$ cat src/xtp_pkg.sv
// Shared constants and types for the extension unit transfer port.
// Assumes both ends run on the same pclk and presetn.
package xtp_pkg;

    // Position of the extended-architecture enable bit in the flag/control word.
    localparam int unsigned EXT_ARCH_BIT = 4;
    // Flag byte of the flag/control word; bits 1..0 are control and never loaded.
    localparam int unsigned FLAG_LO      = 2;
    localparam int unsigned FLAG_HI      = 7;

    localparam logic [31:0] STEP_BYTE    = 32'h0000_0001;
    localparam logic [31:0] STEP_WORD    = 32'h0000_0002;

    // Register map of the extension unit end, byte addresses.
    localparam logic [7:0]  OFS_CTRL     = 8'h00;
    localparam logic [7:0]  OFS_STAT     = 8'h04;
    localparam logic [7:0]  OFS_MASK     = 8'h08;
    localparam int unsigned STAT_EXC     = 0;
    localparam int unsigned STAT_CMD     = 1;
    localparam int unsigned STAT_W       = 2;
    localparam logic [1:0]  UNIT_ID_RST  = 2'h0;
    localparam logic [1:0]  STAT_RST     = 2'h0;
    localparam logic [1:0]  MASK_RST     = 2'h0;

    typedef enum logic [2:0] {
        TPL_MEM_FROM_EXT   = 3'h0,
        TPL_EXT_FROM_MEM   = 3'h1,
        TPL_REG_FROM_EXT   = 3'h2,
        TPL_EXT_FROM_REG   = 3'h3,
        TPL_FLAGS_FROM_EXT = 3'h4,
        TPL_EXT_FROM_FLAGS = 3'h5,
        TPL_INTERNAL       = 3'h6
    } xtp_tmpl_t;

endpackage

$ cat src/xtp_link_if.sv
// Link between the CPU end and the extension unit end.
// Assumes one clock; all signals are sampled on the rising edge of pclk.
`timescale 1ns/1ps
interface xtp_link_if;
    import xtp_pkg::*;
    logic            cmd_vld;
    logic [15:0]     cmd_word;
    xtp_tmpl_t       cmd_tmpl;
    logic [3:0]      cmd_cnt;
    logic            c2e_vld;
    logic [15:0]     c2e_data;
    logic            e2c_req;
    logic            e2c_vld;
    logic [15:0]     e2c_data;
    logic            irq;

    modport cpu (
        output cmd_vld, cmd_word, cmd_tmpl, cmd_cnt, c2e_vld, c2e_data, e2c_req,
        input  e2c_vld, e2c_data, irq
    );
    modport epu (
        input  cmd_vld, cmd_word, cmd_tmpl, cmd_cnt, c2e_vld, c2e_data, e2c_req,
        output e2c_vld, e2c_data, irq
    );
endinterface

$ cat src/xtp_cpu_end.sv
// CPU end of the extension unit transfer port: hands a decoded template to the
// unit, then runs the word or byte transfers between the unit and memory,
// the general registers or the flag byte.
// Assumes the decoder supplies template, count, base register and effective
// address, and that the register file reads combinationally.
// What this block does
// - Forward enabled templates, never touch operands.
// - Ignore unit-specific opcode bits.
// - Two low bits pick one unit.
// - Unit exceptions arrive as interrupt request.
// - Memory store: CPU addresses, unit supplies.
// - Memory load: CPU addresses, unit captures.
// - Count code plus one transfers.
// - Odd immediate bytes padded to words.
// - Word registers wrap R15 to R0.
// - Longword registers wrap RR30 to RR0.
// - Odd longword load leaves low half.
// - Seven templates, one without transfers.
// - Odd longword send skips last low.
// - Flag load keeps control bits 1..0.
// - Flag byte sent unchanged.
`timescale 1ns/1ps
module xtp_cpu_end
    import xtp_pkg::*;
(
    input  wire logic        pclk,
    input  wire logic        presetn,
    input  wire logic        ce,
    xtp_link_if.cpu          link,
    input  wire logic        start,
    input  xtp_tmpl_t        tmpl,
    input  wire logic [15:0] first_word,
    input  wire logic [3:0]  cnt_code,
    input  wire logic        word_size,
    input  wire logic        longword,
    input  wire logic [4:0]  base_reg,
    input  wire logic [31:0] eff_addr,
    input  wire logic [15:0] fcw_in,
    output logic      [4:0]  rf_raddr,
    input  wire logic [15:0] rf_rdata,
    output logic             rf_we,
    output logic      [4:0]  rf_waddr,
    output logic      [15:0] rf_wdata,
    output logic             mem_req,
    output logic             mem_we,
    output logic      [31:0] mem_addr,
    output logic      [15:0] mem_wdata,
    input  wire logic [15:0] mem_rdata,
    input  wire logic        mem_ack,
    output logic             fcw_we,
    output logic      [15:0] fcw_wdata,
    output logic             ext_trap,
    output logic             busy,
    output logic             done,
    output logic      [4:0]  imm_words,
    output logic             irq_req
);
    import xtp_pkg::*;

    typedef enum logic [2:0] {
        ST_IDLE = 3'h0,
        ST_GET  = 3'h1,
        ST_WAIT = 3'h2,
        ST_PUT  = 3'h3,
        ST_PUTW = 3'h4
    } xtp_cpu_state_t;

    xtp_cpu_state_t state_q;
    xtp_tmpl_t      tmpl_q;
    logic [3:0]     left_q;
    logic [4:0]     idx_q;
    logic           long_q;
    logic           wsize_q;
    logic [15:0]    data_q;
    logic           cmd_vld_q;
    logic [15:0]    cmd_word_q;
    logic [3:0]     cmd_cnt_q;
    logic           c2e_vld_q;
    logic [15:0]    c2e_data_q;
    logic           e2c_req_q;
    logic           src_ext;
    logic           src_mem;
    logic           dst_ext;
    logic           dst_mem;
    logic           last;
    logic [4:0]     reg_idx;
    logic [4:0]     cnt_plus;

    assign link.cmd_vld  = cmd_vld_q;
    assign link.cmd_word = cmd_word_q;
    assign link.cmd_tmpl = tmpl_q;
    assign link.cmd_cnt  = cmd_cnt_q;
    assign link.c2e_vld  = c2e_vld_q;
    assign link.c2e_data = c2e_data_q;
    assign link.e2c_req  = e2c_req_q;
    assign irq_req = link.irq;

    assign src_ext = (tmpl_q == TPL_MEM_FROM_EXT) || (tmpl_q == TPL_REG_FROM_EXT)
                     || (tmpl_q == TPL_FLAGS_FROM_EXT);
    assign src_mem = (tmpl_q == TPL_EXT_FROM_MEM);
    assign dst_ext = !src_ext;
    assign dst_mem = (tmpl_q == TPL_MEM_FROM_EXT);
    assign last    = (left_q == 4'h0);
    assign busy    = (state_q != ST_IDLE);
    assign cnt_plus = {1'b0, cnt_code} + 5'h01;

    // Word registers wrap in four bits.
    // Longword halves wrap in five bits.
    assign reg_idx  = long_q ? idx_q : {1'b0, idx_q[3:0]};
    assign rf_raddr = reg_idx;

    // Instruction length helper for the immediate form of a memory load.
    // Round odd byte count up.
    always_ff @(posedge pclk or negedge presetn) begin
        if (!presetn) begin
            imm_words <= 5'h00;
        end else if (ce && start && state_q == ST_IDLE) begin
            if (tmpl != TPL_EXT_FROM_MEM) begin
                imm_words <= 5'h00;
            end else if (word_size) begin
                imm_words <= cnt_plus;
            end else begin
                imm_words <= 5'((cnt_plus + 5'h01) >> 1);
            end
        end
    end

    always_ff @(posedge pclk or negedge presetn) begin
        if (!presetn) begin
            ext_trap <= 1'b0;
        end else if (ce) begin
            ext_trap <= start && state_q == ST_IDLE && !fcw_in[EXT_ARCH_BIT];
        end
    end

    // Sequencer; pulses default low so each lasts one enabled cycle.
    always_ff @(posedge pclk or negedge presetn) begin
        if (!presetn) begin
            state_q    <= ST_IDLE;
            tmpl_q     <= TPL_INTERNAL;
            left_q     <= 4'h0;
            idx_q      <= 5'h00;
            long_q     <= 1'b0;
            wsize_q    <= 1'b0;
            data_q     <= 16'h0000;
            cmd_vld_q  <= 1'b0;
            cmd_word_q <= 16'h0000;
            cmd_cnt_q  <= 4'h0;
            c2e_vld_q  <= 1'b0;
            c2e_data_q <= 16'h0000;
            e2c_req_q  <= 1'b0;
            rf_we      <= 1'b0;
            rf_waddr   <= 5'h00;
            rf_wdata   <= 16'h0000;
            mem_req    <= 1'b0;
            mem_we     <= 1'b0;
            mem_addr   <= 32'h0000_0000;
            mem_wdata  <= 16'h0000;
            fcw_we     <= 1'b0;
            fcw_wdata  <= 16'h0000;
            done       <= 1'b0;
        end else if (ce) begin
            cmd_vld_q <= 1'b0;
            c2e_vld_q <= 1'b0;
            e2c_req_q <= 1'b0;
            rf_we     <= 1'b0;
            fcw_we    <= 1'b0;
            done      <= 1'b0;
            unique case (state_q)
                ST_IDLE: begin
                    if (start && !fcw_in[EXT_ARCH_BIT]) begin
                        done <= 1'b1;
                    end else if (start) begin
                        cmd_vld_q  <= 1'b1;
                        cmd_word_q <= first_word;
                        cmd_cnt_q  <= cnt_code;
                        tmpl_q     <= tmpl;
                        // Count code is n minus one.
                        left_q     <= cnt_code;
                        idx_q      <= base_reg;
                        long_q     <= longword;
                        wsize_q    <= word_size;
                        mem_addr   <= eff_addr;
                        if (tmpl == TPL_INTERNAL) begin
                            done <= 1'b1;
                        end else begin
                            state_q <= ST_GET;
                        end
                    end
                end
                ST_GET: begin
                    if (src_ext) begin
                        e2c_req_q <= 1'b1;
                        state_q   <= ST_WAIT;
                    end else if (src_mem) begin
                        mem_req <= 1'b1;
                        mem_we  <= 1'b0;
                        state_q <= ST_WAIT;
                    end else if (tmpl_q == TPL_EXT_FROM_REG) begin
                        data_q  <= rf_rdata;
                        state_q <= ST_PUT;
                    end else begin
                        data_q  <= {8'h00, fcw_in[7:0]};
                        state_q <= ST_PUT;
                    end
                end
                ST_WAIT: begin
                    if (src_ext && link.e2c_vld) begin
                        data_q  <= link.e2c_data;
                        state_q <= ST_PUT;
                    end else if (src_mem && mem_ack) begin
                        mem_req <= 1'b0;
                        data_q  <= wsize_q ? mem_rdata : {8'h00, mem_rdata[7:0]};
                        state_q <= ST_PUT;
                    end
                end
                ST_PUT: begin
                    state_q <= ST_PUTW;
                    if (dst_mem) begin
                        mem_req   <= 1'b1;
                        mem_we    <= 1'b1;
                        mem_wdata <= data_q;
                    end else if (dst_ext) begin
                        c2e_vld_q  <= 1'b1;
                        c2e_data_q <= data_q;
                    end else if (tmpl_q == TPL_REG_FROM_EXT) begin
                        // Odd count never reaches the low half.
                        rf_we    <= 1'b1;
                        rf_waddr <= reg_idx;
                        rf_wdata <= data_q;
                    end else begin
                        fcw_we    <= 1'b1;
                        fcw_wdata <= {fcw_in[15:FLAG_HI+1], data_q[FLAG_HI:FLAG_LO],
                                      fcw_in[FLAG_LO-1:0]};
                    end
                end
                ST_PUTW: begin
                    if (!dst_mem || mem_ack) begin
                        mem_req <= 1'b0;
                        if (last) begin
                            done    <= 1'b1;
                            state_q <= ST_IDLE;
                        end else begin
                            left_q   <= left_q - 4'h1;
                            idx_q    <= idx_q + 5'h01;
                            mem_addr <= mem_addr + (wsize_q ? STEP_WORD : STEP_BYTE);
                            state_q  <= ST_GET;
                        end
                    end
                end
                default: begin
                    state_q <= ST_IDLE;
                end
            endcase
        end
    end

endmodule

$ cat src/flat_wrapper.sv
// flat-port wrapper written by rule: the top's interface ports become plain ports
module xtp_cpu_end_flat import xtp_pkg::*;
  (pclk, presetn, ce, start, tmpl, first_word, cnt_code, word_size, longword, base_reg, eff_addr, fcw_in, rf_raddr, rf_rdata, rf_we, rf_waddr, rf_wdata, mem_req, mem_we, mem_addr, mem_wdata, mem_rdata, mem_ack, fcw_we, fcw_wdata, ext_trap, busy, done, imm_words, irq_req, link_cmd_vld, link_cmd_word, link_cmd_tmpl, link_cmd_cnt, link_c2e_vld, link_c2e_data, link_e2c_req, link_e2c_vld, link_e2c_data, link_irq);
  xtp_link_if link_i ();
  input  wire logic pclk;
  input  wire logic presetn;
  input  wire logic ce;
  input  wire logic start;
  input  xtp_tmpl_t tmpl;
  input  wire logic [15:0] first_word;
  input  wire logic [3:0] cnt_code;
  input  wire logic word_size;
  input  wire logic longword;
  input  wire logic [4:0] base_reg;
  input  wire logic [31:0] eff_addr;
  input  wire logic [15:0] fcw_in;
  output logic      [4:0] rf_raddr;
  input  wire logic [15:0] rf_rdata;
  output logic rf_we;
  output logic      [4:0] rf_waddr;
  output logic      [15:0] rf_wdata;
  output logic mem_req;
  output logic mem_we;
  output logic      [31:0] mem_addr;
  output logic      [15:0] mem_wdata;
  input  wire logic [15:0] mem_rdata;
  input  wire logic mem_ack;
  output logic fcw_we;
  output logic      [15:0] fcw_wdata;
  output logic ext_trap;
  output logic busy;
  output logic done;
  output logic      [4:0] imm_words;
  output logic irq_req;
  output wire logic [$bits(link_i.cmd_vld)-1:0] link_cmd_vld;
  output wire logic [$bits(link_i.cmd_word)-1:0] link_cmd_word;
  output wire logic [$bits(link_i.cmd_tmpl)-1:0] link_cmd_tmpl;
  output wire logic [$bits(link_i.cmd_cnt)-1:0] link_cmd_cnt;
  output wire logic [$bits(link_i.c2e_vld)-1:0] link_c2e_vld;
  output wire logic [$bits(link_i.c2e_data)-1:0] link_c2e_data;
  output wire logic [$bits(link_i.e2c_req)-1:0] link_e2c_req;
  input wire logic [$bits(link_i.e2c_vld)-1:0] link_e2c_vld;
  input wire logic [$bits(link_i.e2c_data)-1:0] link_e2c_data;
  input wire logic [$bits(link_i.irq)-1:0] link_irq;
  assign link_cmd_vld = link_i.cmd_vld;
  assign link_cmd_word = link_i.cmd_word;
  assign link_cmd_tmpl = link_i.cmd_tmpl;
  assign link_cmd_cnt = link_i.cmd_cnt;
  assign link_c2e_vld = link_i.c2e_vld;
  assign link_c2e_data = link_i.c2e_data;
  assign link_e2c_req = link_i.e2c_req;
  assign link_i.e2c_vld = link_e2c_vld;
  assign link_i.e2c_data = link_e2c_data;
  assign link_i.irq = link_irq;
  xtp_cpu_end u_core (.pclk(pclk), .presetn(presetn), .ce(ce), .link(link_i), .start(start), .tmpl(tmpl), .first_word(first_word), .cnt_code(cnt_code), .word_size(word_size), .longword(longword), .base_reg(base_reg), .eff_addr(eff_addr), .fcw_in(fcw_in), .rf_raddr(rf_raddr), .rf_rdata(rf_rdata), .rf_we(rf_we), .rf_waddr(rf_waddr), .rf_wdata(rf_wdata), .mem_req(mem_req), .mem_we(mem_we), .mem_addr(mem_addr), .mem_wdata(mem_wdata), .mem_rdata(mem_rdata), .mem_ack(mem_ack), .fcw_we(fcw_we), .fcw_wdata(fcw_wdata), .ext_trap(ext_trap), .busy(busy), .done(done), .imm_words(imm_words), .irq_req(irq_req));
endmodule
$ cat config.mk
export PLATFORM = sky130hd
export DESIGN_NAME = xtp_cpu_end_flat
export DESIGN_NICKNAME = d
export VERILOG_FILES = /design/src/xtp_pkg.sv /design/src/xtp_link_if.sv /design/src/xtp_cpu_end.sv /design/src/flat_wrapper.sv
export SDC_FILE = /design/constraint.sdc
export NUM_CORES = 1
export LEC_CHECK = 0
export BUFFER_PORTS_ARGS = -buffer_cell sky130_fd_sc_hd__clkbuf_2
export CAP_MARGIN = 20
export CORE_UTILIZATION = 46
export DETAILED_ROUTE_END_ITERATION = 8
export PLACE_DENSITY = 0.77
export SLEW_MARGIN = 15
export SYNTH_ARGS = -nofsm -noshare
export SYNTH_HDL_FRONTEND = slang
export SYNTH_SLANG_ARGS = --single-unit
$ cat constraint.sdc
create_clock -name pclk -period 2.7 [get_ports pclk]
set_input_delay 0.27 -clock pclk [delete_from_list [all_inputs] [get_ports pclk]]
set_output_delay 0.27 -clock pclk [all_outputs]
set_load 0.005 [all_outputs]
==> run_results.csv <==
group,metric,value,unit
die,row_count,48,
timing,fin_ws,0.0923,ns
placement,placed_cell_area,9950,um2
worst_setup_path,timing.rr.end,"u_core.mem_addr[28]$_DFFE_PN0P_",
yosys,ys_top_cells_by_area,"dfrtp_1 (50%), mux2_2 (13%), a21oi_1 (4.6%)",
timing,hold_ws,0.0604,ns
timing,period_share,0.966,
timing,worst_pin_slew,0.694,ns
route,ant_nets,0,
worst_setup_path,critPathKind,"flop to flop",
yosys,ys_ff_latch,168,
run,drv_cap,0,
yosys,syn_inst,775,
min_path,hp-start,"fcw_in[10]",
timing,slew_headroom,0.535,
timing,hold_violations,0,
placement,place_ws,0.0944,ns
timing,setup_viol,0,
route,drtIter0Drc,532,
clocking,cts_root_buffer,"clkbuf_16",
finish,multi_input_area,3790,um2
worst_setup_path,rrSetupSlack,0.09,ns
yosys,async_flop_share,1.00,
route,drtPass1Iterations,7,
finish,final_area,10600,um2
power_and_ir_drop,irDropWorstVdd,0.559,mV
yosys,synth_area_per_cell,10.7,um2
yosys,yosysWarningCount,0,
die,start_util,0.476,
finish,final_nets,1184,
global_route,grt_first_pass_wirelength,34.9,mm
worst_setup_path,crit_path_start_kind,"flop",
finish,final_cell_mix,"clkbuf_2 (274), dfrtp_1 (166), mux2_2 (97)",
worst_setup_path,critPathSlowestCell,"or3_1",
yosys,netlist_area,8330,um2
yosys,synth.distinct_cells,68,
finish,layout-drive-gt1-share,0.431,
timing,min_period,2.61,ns
worst_setup_path,cp_common_cell,"inv_1",
route,dr_total_vias,7142,
global_route,antenna_found_initial,0,
timing,clock.fmax,0.383,GHz
worst_setup_path,endpoint_kind,"flop",
clocking,clock_latency,0.43,ns
yosys,synth_flop_cell,"dfrtp_1",
clocking,cts_buffers,17,
outcome,status,"completed",
yosys,synth_area_leader_cell,"dfrtp_1",
worst_setup_path,slowest_delay,0.39,ns
yosys,synth_edf_count,0,
timing,fin_skew,0.0116,ns
route,wirelength,22.2,mm
finish,syn2layout_area_growth,27.0,%
finish,layout.cells.non_filler,1281,
timing,slew_viol_final,0,
worst_setup_path,required,2.99,ns
min_path,hold_end,"u_core.fcw_wdata[10]$_DFFE_PN0P_",
die,die_h,137,um
placement,post-dp-hpwl,16.2,mm
finish,layout.area.seq,4210,um2
clocking,cts_sinks,168,
clocking,htreeDepth,4,
clocking,tritoncts,"built",
global_route,overflow,0,
worst_setup_path,critical_path_buf_inv_count,3,
placement,gp_congestion,0.863,
die,io_pins,278,
worst_setup_path,path_max_fanout,11,
worst_setup_path,reg2reg_from,"u_core.wsize_q$_DFFE_PN0P_",
die,core-area,17500,um2
finish,fillers,1454,
power_and_ir_drop,leakage,5.22,nW
yosys,synth_fp_nets,916,
global_route,grtUsageTotal,0.242,
min_path,holdPathStages,2,
die,die-area,18600,um2
global_route,grt_max_degree,67,
route,wl_per_cell,17.4,um
placement,place.port_buffers,275,
placement,placed_cells,1246,
worst_setup_path,worstPathArrival,2.90,ns
power_and_ir_drop,finalPower,11.0,mW
worst_setup_path,path_delay_family,"simple AND/OR/NAND/NOR gates",
route,drc,0,
finish,antennaDiodeCount,0,
yosys,seq_area_frac_synth,0.505,
worst_setup_path,crit_chain,"inv_1 > ha_1 > inv_1 > fa_2 > and4b_1 > nand4_1 > buf_6 > or3_1 > o22ai_1 > a211oi_1",
die,die_w,137,um
clocking,clock_path_buffers,2,
worst_setup_path,ff2ff_path_depth,10,
global_route,grt_pass1_vias,6784,
finish,mostFrequentLayoutCell,"clkbuf_2",
power_and_ir_drop,powerDensity,1040,nW/um2
min_path,hold_path_class,"input pin to flop",
worst_setup_path,cp-startpoint,"u_core.wsize_q$_DFFE_PN0P_",
yosys,synth.top_cell.area_share,0.499,
clocking,clk_pin_slew,0.08,ns
route,avgViaCountPerCell,5.58,
worst max path at each step:
stage / depth (start not counted) / slack (ns) / to
2_1_floorplan: 10 / 0.11 / u_core.mem_addr[24]$_DFFE_PN0P_
5_1_grt: 10 / -0.02 / u_core.mem_addr[28]$_DFFE_PN0P_
6_report: 10 / 0.09 / u_core.mem_addr[28]$_DFFE_PN0P_
3_3_place_gp: 10 / 0.20 / u_core.mem_addr[18]$_DFFE_PN0P_
4_1_cts: 10 / 0.05 / u_core.mem_addr[28]$_DFFE_PN0P_
3_5_place_dp: 10 / 0.09 / u_core.mem_addr[28]$_DFFE_PN0P_
through the flow:
step | util | TNS, ns
3_3_place_gp | 0.570 | 0
6_report | 0.605 | 0
5_1_grt | 0.605 | -0.0668
2_1_floorplan | - | 0
3_5_place_dp | 0.570 | 0
4_1_cts | 0.603 | 0
cell usage after synthesis, types with 8 or more instances:
master / count
buf_4: 10
buf_2: 22
dfrtp_1: 166
o22ai_1: 18
o31ai_1: 9
mux2_2: 97
a21oi_1: 76
nand4_1: 8
nand3_1: 30
a22oi_1: 8
inv_1: 20
nor2_1: 33
nand2_1: 71
clkbuf_1: 18
nor3_1: 10
mux2i_1: 12
o21ai_0: 53
per-layer routing:
layer,up-vias,track usage,share of wire
met5,-,0,0
met4,0,0.0852,0.019
met3,31,0.0485,0.054
met2,247,0.393,0.49
met1,3485,0.320,0.44
li1,3379,-,-
sequential cells by signal (all words and copies together), names as in the netlist, 3 cells and up:
signal and flops:
u_core.rf_waddr 5, u_core.fcw_wdata 16, u_core.idx_q 5, u_core.link.c2e_data 16, u_core.left_q 4, u_core.rf_wdata 16
u_core.mem_addr 32, u_core.mem_wdata 16, u_core.imm_words 5, u_core.link.cmd_tmpl 3, u_core.link.cmd_cnt 4, u_core.state_q 3
u_core.data_q 16, u_core.link.cmd_word 16
worst register-to-register path, stage by stage (launching register included):
cell      delay [ns]
dfrtp_1         0.37
inv_1           0.11
ha_1            0.18
inv_1           0.06
fa_2            0.37
and4b_1         0.31
nand4_1         0.24
buf_6           0.22
or3_1           0.39
o22ai_1         0.14
a211oi_1        0.09
layout make-up:
type,instances,share of cell area
well taps,225,0.0266
clock inverters,15,0.0149
inverters,20,0.00710
clock buffers,17,0.0402
flip-flops and latches,168,0.398
multi-input cells,534,0.358
repair buffers,302,0.155
power by group:
part,switching [mW],internal [mW],leakage [nW]
Sequential,1.02,3.56,2.14
Clock,1.17,1.24,0.286
Combinational,2.03,2.01,2.79
Total,4.23,6.81,5.22
timing repair:
| action | in CTS | in global routing |
|---|---|---|
| setup endpoints to repair | 0 | 6 |
| setup buffers | 0 | 2 |
| hold buffers | 1 | 0 |
| hold endpoints to repair | 61 | 0 |
| resized for setup | 0 | 2 |
cells by family after synthesis:
logic type,Yosys count,synth area share
AO/OA/AOI/OAI,216,0.158
AND/OR/NAND/NOR,195,0.128
flip-flops,168,0.505
multiplexers,112,0.150
buffers and inverters,73,0.0434
adder cells (fa/ha/maj),8,0.0129
XOR/XNOR,3,0.00316
No activity file was read; power rests on OpenSTA's default activity.
